--- config.mk ---
export PLATFORM = sky130hd
export DESIGN_NAME = brs_dev_flat
export DESIGN_NICKNAME = d
export VERILOG_FILES = /design/src/brs_pkg.sv /design/src/brs_if.sv /design/src/brs_dev.sv /design/src/flat_wrapper.sv
export SDC_FILE = /design/constraint.sdc
export NUM_CORES = 1
export LEC_CHECK = 0
export BUFFER_PORTS_ARGS = -buffer_cell sky130_fd_sc_hd__clkbuf_2
export CAP_MARGIN = 20
export CORE_MARGIN = 2
export CORE_UTILIZATION = 30
export CTS_CLUSTER_DIAMETER = 50
export DETAILED_ROUTE_END_ITERATION = 8
export GPL_ROUTABILITY_DRIVEN = 0
export HOLD_SLACK_MARGIN = 0.05
export SLEW_MARGIN = 20
export SYNTH_ARGS = -nofsm -noshare
export SYNTH_HDL_FRONTEND = slang
export SYNTH_SLANG_ARGS = --single-unit
--- constraint.sdc ---
create_clock -name sys_clk_i -period 3.8 [get_ports sys_clk_i]
set_input_delay 0.19 -clock sys_clk_i [delete_from_list [all_inputs] [get_ports sys_clk_i]]
set_output_delay 0.19 -clock sys_clk_i [all_outputs]
set_load 0.01 [all_outputs]
--- src/brs_pkg.sv ---
// Package for the bus interface reset sequencer
// Functional notes
// - Priority: global, then internal, then system
// - Reset completion sets system-failure flag
// - Release bit clears failure; global clears it
// - External reset held at least 20 ns
// - External reset raises local bus request
// - Wait for grant, timeout then halt/reset
// - On halt: drop request, tristate, start timer
// - Timer restarts while external reset held
// - System controller drives backplane reset too
// - Conclusion releases resets, outputs go idle
// - Global resets all fields; others subset
// - Strobe follows external reset by 16/20 ns
// - Strobe held at least 50 ns
// - Strobe stops clock and breaks grant chain
// - Before strobe internal; after, global defaults
// - Strobe first: timer; reset first: end now
// - Writing f0 to reset register resets system
// - Backplane reset runs internal sequence
// - Long backplane reset ends at its release
// - Never drive backplane reset driven by others
// - Global reset required at power-up
package brs_pkg;
  localparam int unsigned CLK_HZ = 50_000_000;
  localparam int unsigned GRANT_TMO_US = 1000;
  localparam int unsigned GRANT_TMO_CYC = GRANT_TMO_US * (CLK_HZ / 1_000_000);
  localparam int unsigned HOLD_MS = 200;
  localparam int unsigned HOLD_CYC = HOLD_MS * (CLK_HZ / 1000);
  localparam int unsigned HOST_STB_CYC = 32;
  localparam logic [1:0] ADDR_CTRL = 2'h0;
  localparam logic [1:0] ADDR_STAT = 2'h1;
  localparam logic [1:0] ADDR_SRR = 2'h2;
  localparam logic [7:0] SRR_TRIGGER = 8'hf0;
  localparam logic [7:0] SRR_RESET = 8'hff;
  localparam int unsigned CTRL_RELEASE_BIT = 0;
  localparam int unsigned CTRL_SYSCON_BIT = 1;
  localparam int unsigned STAT_FAIL_BIT = 0;
  localparam int unsigned STAT_BUSY_BIT = 1;
  localparam logic [1:0] CTRL_RESET = 2'h0;
  typedef enum logic [1:0] {
    BRS_SRC_NONE,
    BRS_SRC_SYS,
    BRS_SRC_INT,
    BRS_SRC_GLB
  } brs_src_t;
endpackage

--- src/brs_if.sv ---
// Interface joining sequencer and its outside party
`timescale 1ns/1ns
`default_nettype none
interface brs_if;
  logic ext_reset_in_n;
  logic full_reset_strobe;
  logic local_bus_request_n;
  logic local_bus_grant_n;
  logic halt_n;
  logic local_reset_n;
  logic outputs_hiz;
  logic sysreset_in_n;
  logic sysreset_out_n;
  logic sysreset_oe;
  logic sysfail_n;
  logic sysclk_en;
  logic bg_chain_en;
  modport dev (
    input ext_reset_in_n, full_reset_strobe, local_bus_grant_n, sysreset_in_n,
    output local_bus_request_n, halt_n, local_reset_n, outputs_hiz, sysreset_out_n,
    output sysreset_oe, sysfail_n, sysclk_en, bg_chain_en
  );
  modport host (
    output ext_reset_in_n, full_reset_strobe, local_bus_grant_n, sysreset_in_n,
    input local_bus_request_n, halt_n, local_reset_n, outputs_hiz, sysreset_out_n,
    input sysreset_oe, sysfail_n, sysclk_en, bg_chain_en
  );
endinterface
`default_nettype wire

--- src/brs_dev.sv ---
// Device end: reset sequencer with its register port
`timescale 1ns/1ns
`default_nettype none
module brs_dev #(
  parameter int unsigned GRANT_CYC = brs_pkg::GRANT_TMO_CYC,
  parameter int unsigned HOLD_CYC = brs_pkg::HOLD_CYC
) (
  input wire logic sys_clk_i,
  input wire logic sys_rst_i,
  brs_if.dev link,
  input wire logic [1:0] reg_addr_i,
  input wire logic [7:0] reg_wdata_i,
  input wire logic reg_wr_i,
  input wire logic reg_rd_i,
  output logic [7:0] reg_rdata_o
);
  typedef enum logic [1:0] {ST_IDLE, ST_REQ, ST_HOLD} brs_st_t;
  brs_st_t st_q;
  logic [1:0] s_ext_q, s_stb_q, s_sys_q, s_gnt_q;
  logic ext_a, stb_a, sys_a, gnt_a;
  logic start, enter_hold;
  logic [23:0] cnt_q;
  brs_pkg::brs_src_t src_q;
  logic fail_q, rel_q, syscon_q, busy_q, glb_seen_q;
  logic sw_trig_q, drive_sys_q;
  logic req_n_q, halt_n_q, rst_n_q, hiz_q, sysrst_n_q, sysrst_oe_q;
  logic sysclk_en_q, bg_en_q, sysfail_n_q;
  logic [7:0] rdata_q;
  logic done;

  always_ff @(posedge sys_clk_i) begin
    s_ext_q <= {s_ext_q[0], ~link.ext_reset_in_n};
    s_stb_q <= {s_stb_q[0], link.full_reset_strobe};
    s_sys_q <= {s_sys_q[0], ~link.sysreset_in_n};
    s_gnt_q <= {s_gnt_q[0], ~link.local_bus_grant_n};
  end
  assign ext_a = s_ext_q[1];
  assign stb_a = s_stb_q[1] & ext_a;
  assign sys_a = s_sys_q[1] & ~drive_sys_q;
  assign gnt_a = s_gnt_q[1];
  assign start = ext_a || sys_a || sw_trig_q;
  assign enter_hold = st_q == ST_REQ && (gnt_a || cnt_q == 24'h0);

  // End of hold: internal after timer with input gone, global at reset release while strobe stands, system after timer with input released
  always_comb begin
    done = 1'b0;
    if (st_q == ST_HOLD) begin
      if (src_q == brs_pkg::BRS_SRC_GLB && glb_seen_q && !ext_a && s_stb_q[1])
        done = 1'b1;
      else if (src_q == brs_pkg::BRS_SRC_SYS && cnt_q == 24'h0 && !sys_a)
        done = 1'b1;
      else if (cnt_q == 24'h0 && !ext_a && !sys_a && !sw_trig_q && !stb_a)
        done = 1'b1;
    end
  end

  always_ff @(posedge sys_clk_i) begin
    if (sys_rst_i) begin
      st_q <= ST_IDLE;
      cnt_q <= 24'h0;
      src_q <= brs_pkg::BRS_SRC_NONE;
    end else begin
      // Highest active source recorded
      if (stb_a) src_q <= brs_pkg::BRS_SRC_GLB;
      else if (ext_a && src_q != brs_pkg::BRS_SRC_GLB) src_q <= brs_pkg::BRS_SRC_INT;
      else if ((sys_a || sw_trig_q) && src_q == brs_pkg::BRS_SRC_NONE) src_q <= brs_pkg::BRS_SRC_SYS;
      case (st_q)
        ST_IDLE: begin
          if (ext_a || sys_a || sw_trig_q) begin
            st_q <= ST_REQ;
            cnt_q <= 24'(GRANT_CYC - 1);
          end
        end
        ST_REQ: begin
          if (gnt_a || cnt_q == 24'h0) begin
            st_q <= ST_HOLD;
            cnt_q <= 24'(HOLD_CYC - 1);
          end else cnt_q <= cnt_q - 24'h1;
        end
        ST_HOLD: begin
          if (done) begin
            st_q <= ST_IDLE;
            src_q <= brs_pkg::BRS_SRC_NONE;
          end else if (ext_a || stb_a || (cnt_q == 24'h0 && src_q != brs_pkg::BRS_SRC_SYS)) begin
            cnt_q <= 24'(HOLD_CYC - 1);
          end else if (cnt_q != 24'h0) begin
            cnt_q <= cnt_q - 24'h1;
          end
        end
        default: st_q <= ST_IDLE;
      endcase
    end
  end

  always_ff @(posedge sys_clk_i) begin
    if (sys_rst_i) glb_seen_q <= 1'b0;
    else if (stb_a) glb_seen_q <= 1'b1;
    else if (st_q == ST_IDLE) glb_seen_q <= 1'b0;
  end

  // Local bus request, raised on a new source, dropped with halt
  always_ff @(posedge sys_clk_i) begin
    if (sys_rst_i) begin
      req_n_q <= 1'b1;
    end else begin
      req_n_q <= ~((st_q == ST_IDLE && start) || (st_q == ST_REQ && !enter_hold));
    end
  end

  // Local halt, held through the whole hold phase
  always_ff @(posedge sys_clk_i) begin
    if (sys_rst_i) begin
      halt_n_q <= 1'b1;
    end else begin
      halt_n_q <= ~(enter_hold || (st_q == ST_HOLD && !done));
    end
  end

  // Local reset, its own register so the pin comes from a flop
  always_ff @(posedge sys_clk_i) begin
    if (sys_rst_i) begin
      rst_n_q <= 1'b1;
    end else begin
      rst_n_q <= ~(enter_hold || (st_q == ST_HOLD && !done));
    end
  end

  // Three-state outputs released while the local side is halted
  always_ff @(posedge sys_clk_i) begin
    if (sys_rst_i) begin
      hiz_q <= 1'b0;
    end else begin
      hiz_q <= enter_hold || (st_q == ST_HOLD && !done);
    end
  end

  // Own backplane drive, decided while the local bus is requested
  always_ff @(posedge sys_clk_i) begin
    if (sys_rst_i) begin
      drive_sys_q <= 1'b0;
    end else if (st_q == ST_IDLE || done) begin
      drive_sys_q <= 1'b0;
    end else if (st_q == ST_REQ && !s_sys_q[1] &&
                 ((syscon_q && src_q != brs_pkg::BRS_SRC_SYS) || sw_trig_q)) begin
      drive_sys_q <= 1'b1;
    end
  end

  // Backplane reset pin and its enable, only while local halt stands
  always_ff @(posedge sys_clk_i) begin
    if (sys_rst_i) begin
      sysrst_n_q <= 1'b1;
      sysrst_oe_q <= 1'b0;
    end else begin
      sysrst_n_q <= ~(drive_sys_q && !halt_n_q && !done);
      sysrst_oe_q <= drive_sys_q && !halt_n_q && !done;
    end
  end

  // Busy status for software
  always_ff @(posedge sys_clk_i) begin
    if (sys_rst_i) begin
      busy_q <= 1'b0;
    end else begin
      busy_q <= st_q != ST_IDLE;
    end
  end

  // Strobe stops the system clock and cuts the grant chain
  always_ff @(posedge sys_clk_i) begin
    if (sys_rst_i) begin
      sysclk_en_q <= 1'b1;
      bg_en_q <= 1'b1;
    end else begin
      sysclk_en_q <= ~stb_a;
      bg_en_q <= ~stb_a;
    end
  end

  // Failure line follows the flag unless software released it
  always_ff @(posedge sys_clk_i) begin
    if (sys_rst_i) begin
      sysfail_n_q <= 1'b1;
    end else begin
      sysfail_n_q <= ~(fail_q & ~rel_q);
    end
  end

  // Register fields: global clears all, other resets a subset
  always_ff @(posedge sys_clk_i) begin
    if (sys_rst_i || stb_a) begin
      rel_q <= 1'b0;
      syscon_q <= brs_pkg::CTRL_RESET[brs_pkg::CTRL_SYSCON_BIT];
      sw_trig_q <= 1'b0;
      fail_q <= 1'b0;
    end else begin
      if (reg_wr_i && reg_addr_i == brs_pkg::ADDR_CTRL) begin
        rel_q <= reg_wdata_i[brs_pkg::CTRL_RELEASE_BIT];
        syscon_q <= reg_wdata_i[brs_pkg::CTRL_SYSCON_BIT];
      end
      if (reg_wr_i && reg_addr_i == brs_pkg::ADDR_SRR && reg_wdata_i == brs_pkg::SRR_TRIGGER)
        sw_trig_q <= 1'b1;
      else if (st_q == ST_HOLD) sw_trig_q <= 1'b0;
      if (done) fail_q <= 1'b1;
    end
  end

  always_ff @(posedge sys_clk_i) begin
    if (sys_rst_i) rdata_q <= 8'h00;
    else if (reg_rd_i) begin
      case (reg_addr_i)
        brs_pkg::ADDR_CTRL: rdata_q <= {6'h00, syscon_q, rel_q};
        brs_pkg::ADDR_STAT: rdata_q <= {6'h00, busy_q, fail_q};
        brs_pkg::ADDR_SRR: rdata_q <= brs_pkg::SRR_RESET;
        default: rdata_q <= 8'h00;
      endcase
    end else rdata_q <= 8'h00;
  end

  assign reg_rdata_o = rdata_q;
  assign link.local_bus_request_n = req_n_q;
  assign link.halt_n = halt_n_q;
  assign link.local_reset_n = rst_n_q;
  assign link.outputs_hiz = hiz_q;
  assign link.sysreset_out_n = sysrst_n_q;
  assign link.sysreset_oe = sysrst_oe_q;
  assign link.sysfail_n = sysfail_n_q;
  assign link.sysclk_en = sysclk_en_q;
  assign link.bg_chain_en = bg_en_q;
endmodule
`default_nettype wire

--- src/flat_wrapper.sv ---
// flat-port wrapper written by rule: the top's interface ports become plain ports
module brs_dev_flat 
#(
  parameter int unsigned GRANT_CYC = brs_pkg::GRANT_TMO_CYC,
  parameter int unsigned HOLD_CYC = brs_pkg::HOLD_CYC
)
  (sys_clk_i, sys_rst_i, reg_addr_i, reg_wdata_i, reg_wr_i, reg_rd_i, reg_rdata_o, link_ext_reset_in_n, link_full_reset_strobe, link_local_bus_grant_n, link_sysreset_in_n, link_local_bus_request_n, link_halt_n, link_local_reset_n, link_outputs_hiz, link_sysreset_out_n, link_sysreset_oe, link_sysfail_n, link_sysclk_en, link_bg_chain_en);
  brs_if link_i ();
  input wire logic sys_clk_i;
  input wire logic sys_rst_i;
  input wire logic [1:0] reg_addr_i;
  input wire logic [7:0] reg_wdata_i;
  input wire logic reg_wr_i;
  input wire logic reg_rd_i;
  output logic [7:0] reg_rdata_o;
  input wire logic [$bits(link_i.ext_reset_in_n)-1:0] link_ext_reset_in_n;
  input wire logic [$bits(link_i.full_reset_strobe)-1:0] link_full_reset_strobe;
  input wire logic [$bits(link_i.local_bus_grant_n)-1:0] link_local_bus_grant_n;
  input wire logic [$bits(link_i.sysreset_in_n)-1:0] link_sysreset_in_n;
  output wire logic [$bits(link_i.local_bus_request_n)-1:0] link_local_bus_request_n;
  output wire logic [$bits(link_i.halt_n)-1:0] link_halt_n;
  output wire logic [$bits(link_i.local_reset_n)-1:0] link_local_reset_n;
  output wire logic [$bits(link_i.outputs_hiz)-1:0] link_outputs_hiz;
  output wire logic [$bits(link_i.sysreset_out_n)-1:0] link_sysreset_out_n;
  output wire logic [$bits(link_i.sysreset_oe)-1:0] link_sysreset_oe;
  output wire logic [$bits(link_i.sysfail_n)-1:0] link_sysfail_n;
  output wire logic [$bits(link_i.sysclk_en)-1:0] link_sysclk_en;
  output wire logic [$bits(link_i.bg_chain_en)-1:0] link_bg_chain_en;
  assign link_i.ext_reset_in_n = link_ext_reset_in_n;
  assign link_i.full_reset_strobe = link_full_reset_strobe;
  assign link_i.local_bus_grant_n = link_local_bus_grant_n;
  assign link_i.sysreset_in_n = link_sysreset_in_n;
  assign link_local_bus_request_n = link_i.local_bus_request_n;
  assign link_halt_n = link_i.halt_n;
  assign link_local_reset_n = link_i.local_reset_n;
  assign link_outputs_hiz = link_i.outputs_hiz;
  assign link_sysreset_out_n = link_i.sysreset_out_n;
  assign link_sysreset_oe = link_i.sysreset_oe;
  assign link_sysfail_n = link_i.sysfail_n;
  assign link_sysclk_en = link_i.sysclk_en;
  assign link_bg_chain_en = link_i.bg_chain_en;
  brs_dev #(.GRANT_CYC(GRANT_CYC), .HOLD_CYC(HOLD_CYC)) u_core (.sys_clk_i(sys_clk_i), .sys_rst_i(sys_rst_i), .link(link_i), .reg_addr_i(reg_addr_i), .reg_wdata_i(reg_wdata_i), .reg_wr_i(reg_wr_i), .reg_rd_i(reg_rd_i), .reg_rdata_o(reg_rdata_o));
endmodule
==> flow_summary.toml <==
[synthesis]
synthTopCellsByCount = "dfxtp_1, nor2_1, a21oi_1, nand2_1, o21ai_1"
syn_area_um2 = 2790
syn_area_per_cell_um2 = 8.75
synth.area.top_cells = "dfxtp_1, nor2_1, a21oi_1"
synth-seq-cells = 53
yosysUniqueCellTypes = 58
async_flop_share_pct = 0
yosysTopAreaCellShare_pct = 38.0
ys_warn_count = 0
yosysMostFrequentCell = "dfxtp_1"
yosysSeqAreaShare_pct = 38.0
synth-edff-count = 0
syn_inst = 319
synthesis.nets = 343
synth-main-ff-cell = "dfxtp_1"
yosysTopAreaCell = "dfxtp_1"

[sta]
hold_viol = 0
slew_viol_final = 0
setup_viol = 0
tns_ns = 0
fin_crit_ns = 2.77
worst_clock_skew_ns = 0.00637
period_share_pct = 72.9
timing.fmax_mhz = 361
relSlewSlack_pct = 38.5
rsz0062_at_grt = "no"
tightest_slew_ns = 0.919

[placed_design]
dp_hpwl_mm = 4.63
place.port_buffers = 34

[worst_setup_path]
rrSetupSlack_ns = 1.03
startpoint_type = "flip-flop"
cp-end-kind = "flip-flop"
crit_fanout = 22
critPathKind = "flip-flop to flip-flop"
timing.rr.end = "u_core.cnt_q[0]"
worstPathArrival_ns = 3.00
critical_path.cell_chain = "inv_1 -> ha_1 -> nor4b_2 -> nand4_4 -> o31ai_4 -> a21o_2 -> a2111oi_0 -> a211oi_1"
max_stage_delay_ns = 0.54
critPathSlowestCell = "o31ai_4"
r2r_cells = 8
cp.required_ns = 4.03
r2r-start = "u_core.cnt_q[0]"

[final_layout]
area_growth_pct = 11.2
nets = 368
num_antenna_cells = 0
drive_gt1_share_pct = 19.7

[worst_hold_path]
min_from = "reg_addr_i[0]"
hold_depth = 2
min_to = "u_core.reg_rdata_o[6]"
hold_class = "input port to flip-flop"

[grt]
grt_usage_pct = 13.7
grt_pass1_vias = 2238
grt_pass1_wl_mm = 11.0
grt.overflow.total = 0
grt_max_degree = 25
antenna_found_initial = 0

[clock_tree]
path_clk_slew_ns = 0.10
clkLatencyLatePin_ns = 0.32
clock-root-buffer = "clkbuf_8"
h-tree-depth = 2
cts_made_buffers = 5
cts_buffer_depth = 2
cts_tree = "done"
numClockSinks = 53
ctsResizeCount = 0

[job]
maxCapViolations = 0

[drt]
drc = 0
top_layer = "met4"
drt-vias-per-instance = 5.25
dr.pass1.iters = 5
routedWlPerCell_um = 14.4
ant_nets = 0
drt-total-wl_mm = 6.55
wl_met2_mm = 3.10
drtIter0Drc = 122
wl_met3_um = 285
routedLengthMet1_mm = 3.08
num_vias = 2394

[floorplan]
io_pins = 35
core.rowCount = 35
die_y_um = 100
start_util_pct = 30.5
core_um2 = 9150
dieWidth_um = 100
dieArea_um2 = 10100

[pwr]
fin_total_pwr_mw = 1.81
cellLeakagePower_nw = 1.17
vdd_ir_drop_max_mv = 0.161
power_density_nw_per_um2 = 583

[run_status]
status = "complete, no violations"
## report_power, final
group / internal [mW] / switching [mW] / leakage [nW]
Combinational: 0.269 / 0.472 / 0.683
Clock: 0.152 / 0.200 / 0.0518
Sequential: 0.629 / 0.0882 / 0.436
Total: 1.05 / 0.761 / 1.17
## per-layer routing
metal  global-route usage (%)  up-vias
li1                         -     1188
met1                     18.3     1137
met2                     21.9       61
met3                     2.15        8
met4                     5.48        0
met5                        0        -
## critical path: cells and delay by family (launching register included)
family          cells  cell delay [ns]
compound gates      4             1.45
fa+ha+maj           1             0.17
buf+inv             1             0.13
flops               1             0.33
simple gates        2             0.60
## registers in the layout, summed over array words and instances, names as in the netlist, 2 cells and up
name	count
u_core.s_stb_q	2
u_core.s_sys_q	2
u_core.st_q	2
u_core.cnt_q	24
u_core.s_ext_q	2
u_core.reg_rdata_o	3
u_core.src_q	2
u_core.s_gnt_q	2
## area by class of cell
class / instances / area (um2)
fillers: 935 / 6050
flip-flops and latches: 53 / 1060
well taps: 111 / 139
repair buffers: 38 / 210
multi-input cells: 232 / 1540
clock buffers: 6 / 82.6
inverters: 14 / 52.6
clock inverters: 2 / 17.5
## logic make-up after synthesis
family                   synth area share (%)
multiplexers                             1.08
adder cells (fa/ha/maj)                  2.69
AO/OA/AOI/OAI                            23.2
AND/OR/NAND/NOR                          25.5
buffers and inverters                    6.77
XOR/XNOR                                 2.82
flip-flops                               38.0
## what timing repair did
action,4_1_cts,5_1_grt
hold buffers,4,0
setup buffers,0,0
hold endpoints to repair,4,0
## cell usage in the layout, fill, tap and decap left out, types with 3 or more instances in the layout
cell type / instances
inv_1: 14
nand3_1: 3
nor3b_1: 5
mux2i_1: 3
nor2_1: 44
or4_1: 5
nand2_1: 26
dfxtp_1: 53
dlygate4sd3_1: 4
o21ai_0: 5
nor3_1: 8
o21ai_1: 17
a211oi_2: 4
nor4_1: 5
a211oi_1: 4
a21oi_1: 26
xnor2_1: 9
o211ai_1: 7
nor2b_1: 4
ha_1: 6
nor4_4: 3
clkbuf_8: 6
clkbuf_2: 34
## worst max path at each step
stage,endpoint,from,cells past startpoint
finish,u_core.cnt_q[0],u_core.cnt_q[0],8
global route,u_core.cnt_q[0],u_core.cnt_q[0],8
CTS,u_core.cnt_q[0],u_core.cnt_q[0],8
detailed placement,u_core.cnt_q[0],u_core.cnt_q[0],8
global placement,u_core.cnt_q[7],u_core.cnt_q[0],8
floorplan,u_core.cnt_q[5],u_core.cnt_q[0],10
## per-stage QoR
step,setup slack (ns),instances,hold WS [ns],instance area (um2),utilization [%]
2_1_floorplan,1.79,319,0.218,2790,-
5_1_grt,0.801,456,0.110,3100,33.9
3_3_place_gp,1.23,444,0.293,2960,32.4
3_5_place_dp,1.10,444,0.297,2960,32.4
6_report,1.03,456,0.125,3100,33.9
4_1_cts,1.04,456,0.111,3100,33.9
(Power assumes the default switching activity.)
